--- config.mk ---
export PLATFORM = sky130hd
export DESIGN_NAME = srp_rx_port
export DESIGN_NICKNAME = d
export VERILOG_FILES = /design/src/srp_rx_port.v /design/src/srp_status_mem.v
export VERILOG_INCLUDE_DIRS = /design/src /design/src/src
export SDC_FILE = /design/constraint.sdc
export NUM_CORES = 1
export LEC_CHECK = 0
export BUFFER_PORTS_ARGS = -buffer_cell sky130_fd_sc_hd__clkbuf_2
export CORE_MARGIN = 2
export CORE_UTILIZATION = 45
export DETAILED_ROUTE_END_ITERATION = 10
export PLACE_DENSITY_LB_ADDON = 0.25
export SYNTH_ARGS = -nofsm -noshare
export SYNTH_HDL_FRONTEND = slang
export SYNTH_SLANG_ARGS = --single-unit
export TNS_END_PERCENT = 30
--- constraint.sdc ---
create_clock -name I_SYS_CLK -period 2.4 [get_ports I_SYS_CLK]
set_clock_uncertainty 0.1 [all_clocks]
set_input_delay 0.36 -clock I_SYS_CLK [delete_from_list [all_inputs] [get_ports I_SYS_CLK]]
set_output_delay 0.36 -clock I_SYS_CLK [all_outputs]
set_load 0.03 [all_outputs]
--- src/srp_defs.vh ---
// Purpose : Shared constants for the receive-side packet port
// Assumes : Included by bare name from the design files
// Notes   : Definitions only
`ifndef SRP_DEFS_VH
`define SRP_DEFS_VH

// ==========================================================
// Data clock figures
`define SRP_REF_CLK_MHZ      50
`define SRP_RDCLK_MULT       8
`define SRP_RDCLK_MIN_MHZ    336
`define SRP_RDCLK_MAX_MHZ    400

// ==========================================================
// Link words and status codes
`define SRP_IDLE_WORD        16'h000F
`define SRP_ST_STARVING      2'h0
`define SRP_ST_HUNGRY        2'h1
`define SRP_ST_SATISFIED     2'h2
`define SRP_ST_FRAMING       2'h3

// ==========================================================
// Port table and burst allowances, in 16-bit words
`define SRP_NPORTS           10
`define SRP_PORT_W           4
`define SRP_CNT_W            8
`define SRP_MAXBURST1        8'h40
`define SRP_MAXBURST2        8'h20

`endif

--- src/srp_rx_port.v ---
// Purpose : Receive-direction packet port: launches payload and control words on the
//           16-bit double-rate bus and obeys per-port FIFO status from the partner
// Assumes : I_RSCLK/I_RSTAT come from another domain; user side is on I_SYS_CLK
// Notes   : One word per system cycle; the data clock toggles every cycle so each
//           clock edge carries a word. The 8x multiplier is a parameter for the PLL.
`timescale 1ns/1ps
`default_nettype none
`include "srp_defs.vh"

module srp_rx_port #(
    parameter NPORTS    = `SRP_NPORTS,
    parameter PORT_W    = `SRP_PORT_W,
    parameter MAXBURST1 = `SRP_MAXBURST1,
    parameter MAXBURST2 = `SRP_MAXBURST2,
    parameter REF_MHZ   = `SRP_REF_CLK_MHZ,
    parameter MULT      = `SRP_RDCLK_MULT
) (
    input  wire              I_SYS_CLK,
    input  wire              I_NRST,
    input  wire              i_TX_VALID,
    input  wire [15:0]       i_TX_DATA,
    input  wire              i_TX_CTL,
    input  wire [PORT_W-1:0] i_TX_PORT,
    output reg               o_TX_READY,
    output reg  [15:0]       o_RDAT,
    output reg               o_RCTL,
    output reg               o_RDCLK,
    input  wire              I_RSCLK,
    input  wire [1:0]        I_RSTAT,
    output reg               o_STAT_SYNC,
    output reg               o_DIP_ERR
);

    // ==========================================================
    // Data clock rate figure, kept for the PLL and for checking the range
    localparam RDCLK_MHZ = REF_MHZ * MULT;
    localparam RDCLK_OK  = (RDCLK_MHZ >= `SRP_RDCLK_MIN_MHZ) && (RDCLK_MHZ <= `SRP_RDCLK_MAX_MHZ);

    localparam integer      LAST_IDX  = NPORTS - 1;
    localparam [PORT_W-1:0] LAST_PORT = LAST_IDX[PORT_W-1:0];

    // Sender states
    localparam [2:0] S_IDLE = 3'h0;
    localparam [2:0] S_PASS = 3'h1;
    localparam [2:0] S_LOOK = 3'h2;
    localparam [2:0] S_SEND = 3'h3;
    localparam [2:0] S_MARK = 3'h4;
    localparam [2:0] S_WAIT = 3'h5;

    // Status decoder states
    localparam [1:0] F_HUNT = 2'h0;
    localparam [1:0] F_ENT  = 2'h1;
    localparam [1:0] F_DIP  = 2'h2;

    function [`SRP_CNT_W-1:0] allow_of;
        input [1:0] st;
        begin
            case (st)
                `SRP_ST_STARVING: allow_of = MAXBURST1;
                `SRP_ST_HUNGRY:   allow_of = MAXBURST2;
                default:          allow_of = {`SRP_CNT_W{1'b0}};
            endcase
        end
    endfunction

    // ==========================================================
    // Status input synchronisers
    reg              rsclk_s1_q;
    reg              rsclk_s2_q;
    reg              rsclk_s3_q;
    reg  [1:0]       rstat_s1_q;
    reg  [1:0]       rstat_s2_q;
    wire             rsclk_rise = rsclk_s2_q & ~rsclk_s3_q;

    always @(posedge I_SYS_CLK) begin
        if (!I_NRST) begin
            rsclk_s1_q <= 1'b0;
            rsclk_s2_q <= 1'b0;
            rsclk_s3_q <= 1'b0;
            rstat_s1_q <= 2'h0;
            rstat_s2_q <= 2'h0;
        end else begin
            rsclk_s1_q <= I_RSCLK;
            rsclk_s2_q <= rsclk_s1_q;
            rsclk_s3_q <= rsclk_s2_q;
            rstat_s1_q <= I_RSTAT;
            rstat_s2_q <= rstat_s1_q;
        end
    end

    // ==========================================================
    // Status frame decoder: framing, one entry per port, then check code
    reg  [1:0]        fst_q;
    reg  [PORT_W-1:0] fidx_q;
    reg  [1:0]        dip_q;
    reg               commit_q;
    reg               frame_we;

    always @* begin
        frame_we = rsclk_rise && (fst_q == F_ENT) && (rstat_s2_q != `SRP_ST_FRAMING);
    end

    always @(posedge I_SYS_CLK) begin
        if (!I_NRST) begin
            fst_q       <= F_HUNT;
            fidx_q      <= {PORT_W{1'b0}};
            dip_q       <= 2'h0;
            commit_q    <= 1'b0;
            o_STAT_SYNC <= 1'b0;
            o_DIP_ERR   <= 1'b0;
        end else begin
            commit_q  <= 1'b0;
            o_DIP_ERR <= 1'b0;
            if (rsclk_rise) begin
                case (fst_q)
                    F_HUNT: begin
                        if (rstat_s2_q == `SRP_ST_FRAMING) begin
                            fst_q  <= F_ENT;
                            fidx_q <= {PORT_W{1'b0}};
                            dip_q  <= 2'h0;
                        end
                    end
                    F_ENT: begin
                        if (rstat_s2_q == `SRP_ST_FRAMING) begin
                            // Framing inside a frame: restart counting from here
                            fidx_q <= {PORT_W{1'b0}};
                            dip_q  <= 2'h0;
                            o_STAT_SYNC <= 1'b0;
                        end else begin
                            dip_q <= dip_q ^ rstat_s2_q;
                            if (fidx_q == LAST_PORT) begin
                                fst_q <= F_DIP;
                            end else begin
                                fidx_q <= fidx_q + 1'b1;
                            end
                        end
                    end
                    default: begin
                        // Check code is the inverted XOR of all entries
                        if (rstat_s2_q == ~dip_q) begin
                            commit_q    <= 1'b1;
                            o_STAT_SYNC <= 1'b1;
                        end else begin
                            o_DIP_ERR   <= 1'b1;
                            o_STAT_SYNC <= 1'b0;
                        end
                        fst_q <= F_HUNT;
                    end
                endcase
            end
        end
    end

    // ==========================================================
    // Port status table
    reg  [2:0]        st_q;
    reg  [PORT_W-1:0] port_q;
    wire [1:0]        st_rdata;
    wire              mark_we = (st_q == S_MARK) && !frame_we;

    srp_status_mem #(
        .DEPTH  (NPORTS),
        .ADDR_W (PORT_W)
    ) u_mem (
        .i_clk   (I_SYS_CLK),
        .i_nrst  (I_NRST),
        .i_we    (frame_we | mark_we),
        .i_waddr (frame_we ? fidx_q : port_q),
        .i_wdata (frame_we ? rstat_s2_q : `SRP_ST_SATISFIED),
        .i_raddr ((st_q == S_IDLE) ? i_TX_PORT : port_q),
        .o_rdata (st_rdata)
    );

    // ==========================================================
    // Sender: bursts limited by the port's reported space
    reg  [`SRP_CNT_W-1:0] cnt_q;
    wire                  take = i_TX_VALID & o_TX_READY;
    wire [`SRP_CNT_W-1:0] allow = allow_of(st_rdata);

    always @(posedge I_SYS_CLK) begin
        if (!I_NRST) begin
            st_q       <= S_IDLE;
            port_q     <= {PORT_W{1'b0}};
            cnt_q      <= {`SRP_CNT_W{1'b0}};
            o_TX_READY <= 1'b0;
        end else begin
            case (st_q)
                S_IDLE: begin
                    if (i_TX_VALID && i_TX_CTL) begin
                        o_TX_READY <= 1'b1;
                        st_q       <= S_PASS;
                    end else if (i_TX_VALID) begin
                        port_q <= i_TX_PORT;
                        st_q   <= S_LOOK;
                    end
                end
                S_PASS: begin
                    if (take) begin
                        o_TX_READY <= 1'b0;
                        st_q       <= S_IDLE;
                    end
                end
                S_LOOK: begin
                    if (allow == {`SRP_CNT_W{1'b0}}) begin
                        st_q <= S_WAIT;
                    end else begin
                        cnt_q      <= allow;
                        o_TX_READY <= 1'b1;
                        st_q       <= S_SEND;
                    end
                end
                S_SEND: begin
                    if (take) begin
                        if (i_TX_CTL || (cnt_q == 8'h01)) begin
                            o_TX_READY <= 1'b0;
                            st_q       <= S_MARK;
                        end else begin
                            cnt_q <= cnt_q - 1'b1;
                        end
                    end
                end
                S_MARK: begin
                    // Burst closed (allowance used up or control word): port is held off until the next frame rewrites it
                    if (mark_we) begin
                        st_q <= S_IDLE;
                    end
                end
                default: begin
                    if (commit_q) begin
                        st_q <= S_LOOK;
                    end
                end
            endcase
        end
    end

    // ==========================================================
    // Link output: one word per system cycle, clock toggles each cycle
    always @(posedge I_SYS_CLK) begin
        if (!I_NRST) begin
            o_RDAT  <= `SRP_IDLE_WORD;
            o_RCTL  <= 1'b1;
            o_RDCLK <= 1'b0;
        end else begin
            o_RDCLK <= ~o_RDCLK;
            if (take) begin
                o_RDAT <= i_TX_DATA;
                o_RCTL <= i_TX_CTL;
            end else begin
                o_RDAT <= `SRP_IDLE_WORD;
                o_RCTL <= 1'b1;
            end
        end
    end

endmodule

`default_nettype wire

--- src/srp_status_mem.v ---
// Purpose : Per-port table of the latest decoded FIFO status
// Assumes : One write port, one read port, same clock
// Notes   : Read data is registered; a read in a write cycle returns the old entry
`timescale 1ns/1ps
`default_nettype none
`include "srp_defs.vh"

module srp_status_mem #(
    parameter DEPTH  = 10,
    parameter ADDR_W = 4
) (
    input  wire              i_clk,
    input  wire              i_nrst,
    input  wire              i_we,
    input  wire [ADDR_W-1:0] i_waddr,
    input  wire [1:0]        i_wdata,
    input  wire [ADDR_W-1:0] i_raddr,
    output reg  [1:0]        o_rdata
);

    reg [1:0] mem_q [0:DEPTH-1];

    // ==========================================================
    // Storage; every entry starts satisfied so no data burst is sent unasked
    genvar g;
    generate
        for (g = 0; g < DEPTH; g = g + 1) begin : g_ent
            always @(posedge i_clk) begin
                if (!i_nrst) begin
                    mem_q[g] <= `SRP_ST_SATISFIED;
                end else if (i_we && (i_waddr == g)) begin
                    mem_q[g] <= i_wdata;
                end
            end
        end
    endgenerate

    // ==========================================================
    // Registered read; out-of-range addresses read as satisfied
    always @(posedge i_clk) begin
        if (!i_nrst) begin
            o_rdata <= `SRP_ST_SATISFIED;
        end else if (i_raddr < DEPTH) begin
            o_rdata <= mem_q[i_raddr];
        end else begin
            o_rdata <= `SRP_ST_SATISFIED;
        end
    end

endmodule

`default_nettype wire
==> results by group, run 1 <==
Status
  – Outcome: finished, final reports clean

Power and ir drop
  – Clock share of power: ~34%
  – Pleak: approximately 1.5 nW
  – Maximum VDD drop: 0.321 mV
  – Pint: 2.10 mW
  – Register share of total power: 47.8%
  – P per Cell Area: 703 nW/um^2
  – Pwr Total: a little under 3 mW
  – Power share of the combinational group: around 18%
  – Sw frac: between 20% and 30%
  – Sw power: 819 uW

Yosys
  – Share of the synthesized area in the top cell type: 30.4%
  – Register area share after synthesis: 47.4%
  – Most common cell in the netlist: dfxtp_1
  – Synth Flop Type: dfxtp_1
  – Syn avg cell area: 9.55 um^2
  – Mapped Cells: 372
  – Number of flops mapped to enable cells by yosys: 20
  – Top post-synthesis cells by area: dfxtp_1, edfxtp_1, o21ai_0, and2_1, nor2_1
  – Synthesized net count: 403
  – Yosys warnings: 0
  – #FFs+latches synth: 74
  – Cell taking the most area after synthesis: dfxtp_1
  – Post-synth ARST share: 0%
  – Synthesized area: approximately 3600 um^2
  – Synth unique cells: 48
  – Post-synth top cells: dfxtp_1, nor2_1, o21ai_0

Die
  – I/O pin total: 48
  – Initial Util: 46.2%
  – Die height: 92.8 um
  – Core box area: 7690 um^2
  – DIE WIDTH: 92.8 um
  – Rows: 32
  – Die area: 8620 um^2

Global routing
  – Remaining Overflow, GRT: 0
  – Vias in the first global route: 2,728
  – First-pass GRT wire length: about 13,000 um
  – GRT Util Overall: between 10% and 20%
  – Largest net degree at the start of global routing: 41
  – Initial antenna violation count: 0

Placed design
  – Area after DPL: 3930 um^2
  – IO buf count: 47
  – Gpl congestion: about 0.9
  – Hpwl dp: 5270 um
  – DP Worst Slack: 160 ps

Finish
  – Finished layout cell area: 4150 um^2
  – Area delta synth->final: 16.8%
  – Ant. Diodes: 0
  – Layout Utilization: 54.0%
  – Share of layout cells above drive strength 1: 21.5%
  – Fin nets: 453
  – Fillers: 719

Setup path
  – Worst-path maximum fanout: 13
  – WP data required: 2360 ps
  – CP Capture Type: flop
  – CP arrival: 2190 ps
  – Crit Path Class: flop to flop
  – Setup crit start kind: flop

Route
  – Final WL: 7460 um
  – Antenna-violating nets left: 0
  – Residual DRC count: 0
  – Vias per cell: 5.47
  – 1st-iter DRT viols: roughly 110
  – Drt wl/cell: 14.1 um
  – Router iterations before antenna repair: 4
  – DR vias: roughly 2.9k

Min path
  – Hold Path Class: input pin to flop

Clock tree
  – Sink Count: 74
  – H-Tree Depth: 3
  – Clock-pin slew on the worst setup and hold paths: 80 ps
  – CTS tree: built
  – Clock latency on the worst-skew pair: 350 ps
  – Cts bufs inserted: 9
  – Cts hold-fix bufs: 0
  – Root Buffer: clkbuf_8
  – Clock Path Buffers: 2

STA
  – Setup violations, final: 0
  – Measured slew at the worst slew-check pin: 673 ps
  – Final Worst Setup Slack: 168 ps
  – Final hold violations: 0
  – Post-layout min period: 2230 ps
  – Fin crit share: 93.0%
  – Unrepaired setup endpoints after global routing: no
  – Fmax achieved: 448 MHz
  – Pins over their slew limit: 0
  – Setup TNS Final: 0 ps
  – Slew HR: between 50% and 60%

Job
  – Max-cap check violation count: 0
[path summary, 6_finish.rpt]
path | start | endpoint | slack (ps) | depth (start not counted)
worst max-delay path | st_q[1] | u_mem.mem_q[9][1] | 170 | 5
worst min register to register | o_RDCLK | o_RDCLK | 330 | 1
worst min-delay path | i_TX_DATA[0] | o_RDAT[0] | 90 | 2
worst max register to register | st_q[1] | u_mem.mem_q[9][1] | 170 | 5
[critical path: stages, from the launching register on]
cell and delay [ps]:
dfxtp_1 450, or3b_2 530, nor3b_1 250, mux2i_1 180, or2_2 340, nand2_1 100
[per-layer routing]
metal	vias to the layer above	GRT usage, %	share of wire [%]	routed length, um
li1	1438	-	-	-
met1	1341	23.5	46	3420
met2	101	29.2	46	3440
met3	14	4.48	5.9	443
met4	0	9.44	2.0	149
met5	-	0	0	0
[cells in the final DEF, fill, tap and decap left out, types with 6 or more instances in the layout]
cell and instances:
mux2i_1 9, nor3_1 8, clkbuf_8 9, a21oi_1 13, or3_1 6, nand3_1 12
edfxtp_1 20, dfxtp_1 54, inv_1 8, nand2b_1 16, o21ai_0 28, a21boi_0 12
buf_4 15, nand2_1 26, and2_1 20, a31oi_1 8, nor2b_1 9, nor3b_1 6
nor2_1 30, clkbuf_2 47
[cell type report]
type | instances | area, um^2 | share of cell area, %
multi-input cells | 267 | 1760 | 42.3
flip-flops and latches | 74 | 1680 | 40.5
repair buffers | 62 | 348 | 8.39
clock buffers | 11 | 153 | 3.68
well taps | 102 | 128 | 3.08
clock inverters | 5 | 52.6 | 1.27
inverters | 8 | 30.0 | 0.724
[kinds of logic after synthesis]
kind of cell / count (synthesis) / synth area share [%]
compound gates: 83 / 15.4
buf+inv: 31 / 3.56
fa+ha+maj: 4 / 1.41
mux: 18 / 6.31
flops: 74 / 47.4
xor+xnor: 5 / 1.23
simple gates: 157 / 24.7
[state kept, by name, summed over array words and instances (netlist names), 2 cells and up]
signal         flops
fidx_q             4
o_RDAT            16
rstat_s1_q         2
u_mem.mem_q       20
dip_q              2
cnt_q              8
port_q             4
u_mem.o_rdata      2
rstat_s2_q         2
fst_q              2
st_q               3
[what timing repair did]
item,CTS,global route
gates resized for setup,0,2
buffers inserted,0,0
endpoints found under the setup margin,0,9
[power by group through the flow]
stage / Sequential, mW / Clock, mW / Combinational (mW)
global placement: 1.42 / 0 / 0.511
CTS: 1.39 / 1.02 / 0.519
detailed placement: 1.42 / 0 / 0.517
floorplan: 1.41 / 0 / 0.390
global route: 1.40 / 1.07 / 0.582
finish: 1.39 / 0.999 / 0.524
[per-stage QoR]
step / hold slack, ps / std cells
3_3_place_gp: 303 / 513
5_1_grt: 99.7 / 529
2_1_floorplan: 312 / 372
6_report: 93.6 / 529
3_5_place_dp: 321 / 513
4_1_cts: 88.9 / 529
Power figures use the tool's default switching activity.
==> inputs of run 2 (changes only) <==
CORE_MARGIN = unset   (was 2)
SYNTH_HIERARCHICAL = 1   (was unset)
==> run 2 against run 1 <==
Compared with the run above:
- setup slack worse by 98 ps
- sequential cell count unchanged
- die area is 12% lower
- hold slack improved by 17 ps
- sequential share of layout area is 2.7 points higher
- critical path depth increased by 2
- sequential power about the same
- largest cell class is now sequential cells
- highest routed layer unchanged
==> results by group, run 2 <==
Die
  – I/O pin total: 48 (unchanged)
  – Initial Util: 47.3% (+1.1 points)
  – Rows: 30 (-6.3%)
  – Die area: 7600 um^2 (-12%)
  – DIE WIDTH: 87.2 um (-6.1%)
  – Core box area: 6910 um^2 (-10%)
  – Die height: 87.2 um (-6.1%)

Clock tree
  – Post-CTS sizing: 2 (+2)
  – Clock Path Buffers: 2 (unchanged)
  – Cts hold-fix bufs: 0 (unchanged)
  – Root Buffer: clkbuf_8
  – Sink Count: 74 (unchanged)
  – # Post-CTS Setup Buffers: 0 (unchanged)
  – Clock latency on the worst-skew pair: 330 ps (-20 ps)
  – H-Tree Depth: 3 (unchanged)
  – Cts bufs inserted: 9 (unchanged)
  – CTS tree: built
  – Clock-pin slew on the worst setup and hold paths: 80 ps (about the same)

Route
  – Antenna-violating nets left: 0 (unchanged)
  – Final WL: 6770 um (-9.2%)
  – 1st-iter DRT viols: 115 (+2.7%)
  – Router iterations before antenna repair: 4 (unchanged)
  – Vias per cell: 5.12 (-6.5%)
  – Residual DRC count: 0 (unchanged)
  – Drt wl/cell: 13.9 um (-1.4%)
  – DR vias: 2,492 (-14%)

Finish
  – Share of layout cells above drive strength 1: 28.1% (+6.6 points)
  – Max reg flops: 20 (unchanged)
  – Fin nets: 417 (-7.9%)
  – Most frequent cells in the layout: dfxtp_1, clkbuf_2, nor2_1
  – Sequential cell area: 1680 um^2 (unchanged)
  – Top flop regs: u_mem/mem_q x20, o_RDAT x16, cnt_q x8
  – Finished layout cell area: 3890 um^2 (-6.2%)
  – Area of the multi-input gates: 1520 um^2 (-13%)
  – Final instance count without filler cells: 487 (-7.9%)
  – Area delta synth->final: 19.2%
  – Most common cell after layout, fill and taps aside: dfxtp_1
  – Fillers: 639 (-11%)
  – Ant. Diodes: 0 (unchanged)
  – Biggest register: u_mem/mem_q

Setup path
  – CP arrival: 2320 ps (+130 ps)
  – Worst reg-to-reg path cell count: 7 (+2)
  – Setup crit start kind: flop
  – Worst-path maximum fanout: 9 (-4)
  – WP data required: 2380 ps (+20 ps)
  – Crit Path Class: flop to flop
  – CP Capture Type: flop

Power and ir drop
  – Pleak: 1.50 nW (-2.1%)
  – P per Cell Area: 740 nW/um^2 (+5.3%)
  – Maximum VDD drop: 0.289 mV (-9.7%)
  – Pwr Total: 2.88 mW (-1.2%)

Yosys
  – Cell taking the most area after synthesis: dfxtp_1
  – Top post-synthesis cells by area: dfxtp_1, edfxtp_1, and2_1, nor2_1, mux4_1
  – Synth unique cells: 54 (+13%)
  – Synth Flop Type: dfxtp_1
  – #FFs+latches synth: 74 (unchanged)
  – Most common cell in the netlist: dfxtp_1
  – Syn avg cell area: 10.2 um^2 (+6.5%)
  – Register area share after synthesis: 51.5% (+4.2 points)
  – Post-synth top cells: dfxtp_1, nor2_1, nand2_1
  – Mapped Cells: 321 (-14%)
  – Share of the synthesized area in the top cell type: 33.1% (+2.7 points)
  – Post-synth ARST share: 0% (unchanged)
  – Yosys warnings: 6 (+6)
  – Synthesized net count: 352 (-13%)
  – Number of flops mapped to enable cells by yosys: 20 (unchanged)
  – Synthesized area: 3260 um^2 (-8.1%)

Min path
  – Hold Path Class: input pin to flop
  – Worst hold path depth: 2 (unchanged)

STA
  – Final hold violations: 0 (unchanged)
  – Post-layout min period: 2330 ps (+98.2 ps)
  – Slew HR: 61.6% (+7.1 points)
  – Measured slew at the worst slew-check pin: 576 ps (-97.3 ps)
  – Min Hold Slack: 111 ps (+17.0 ps)
  – Pins over their slew limit: 0 (unchanged)
  – Fin crit share: 97.1% (+4.1 points)
  – Final Worst Setup Slack: 69.5 ps (-98.2 ps)
  – Setup violations, final: 0 (unchanged)
  – Fmax achieved: 429 MHz (-4.2%)
  – Unrepaired setup endpoints after global routing: yes

Placed design
  – Placed cell count: 471 (-8.2%)
  – DP Worst Slack: -4.73 ps (-164 ps)
  – Gpl congestion: 0.808 (-10%)
  – Hpwl dp: 5060 um (-3.9%)
  – IO buf count: 47 (unchanged)
  – Area after DPL: 3710 um^2 (-5.6%)

Global routing
  – Initial antenna violation count: 0 (unchanged)
  – First-pass GRT wire length: 11,300 um (-11%)
  – GRT Util Overall: 20.1% (+1.6 points)
  – Remaining Overflow, GRT: 0 (unchanged)
  – Vias in the first global route: 2,385 (-13%)
  – Largest net degree at the start of global routing: 18 (-56%)

Job
  – Max-cap check violation count: 0 (unchanged)

Status
  – Outcome: finished, final reports clean
run 2: cell types whose count changed in the layout (fill, tap and decap cells not counted), sizes merged, moves of 6 or more:
cell,before,now
a21boi,12,0
o21ai,28,18
nand2b,16,7
a21oi,13,20
nand3,12,5
or2,1,8
a31oi,9,3
run 2: critical path, stage by stage (launching register included):
cell	delay, ps
dfxtp_1	340
a21bo_4	240
nor3_4	200
buf_4	190
mux2_2	400
nor2_1	190
nand2_1	120
or2_2	300
run 2: final cells by class:
cell class	instances	area share [%]
Clock buffer	9	3.18
Clock inverter	7	1.06
Inverter	8	0.772
Multi-Input combinational cell	228	39.1
Sequential cell	74	43.2
Tap cell	96	3.09
Timing Repair Buffer	65	9.52
run 2: report_power, final:
group	total, mW	switching [mW]	internal (mW)
Combinational	0.660	0.357	0.303
Clock	0.831	0.458	0.373
Sequential	1.39	0.0453	1.34
Total	2.88	0.861	2.02
run 2: cell families after synthesis:
family	after synthesis	share of synthesized area (%)
AO/OA/AOI/OAI	57	10.6
AND/OR/NAND/NOR	145	24.4
buffers and inverters	19	2.64
adder cells (fa/ha/maj)	4	1.53
flip-flops	74	51.5
XOR/XNOR	3	0.805
multiplexers	19	8.51
run 2: through the flow:
stage               TNS, ps  util (%)
detailed placement    -14.4      53.7
CTS                   -70.2      56.1
global route          -32.5      56.3
floorplan                 0         -
global placement          0      53.7
finish                    0      56.3
run 2: per-layer routing:
metal	vias to the layer above	routed length [um]	GRT usage, %	share of wire, %
li1	1272	-	-	-
met1	1170	3040	24.7	45
met2	46	3380	33.6	50
met3	4	266	5.02	3.9
met4	0	80	8.35	1.2
met5	-	0	0	0
run 2: final timing paths:
check	start	to	slack, ps
min reg2reg	o_RDCLK	o_RDCLK	310
max	fst_q[0]	u_mem/mem_q[8][1]	70
min	i_TX_DATA[1]	o_RDAT[1]	110
max reg2reg	fst_q[0]	u_mem/mem_q[8][1]	70
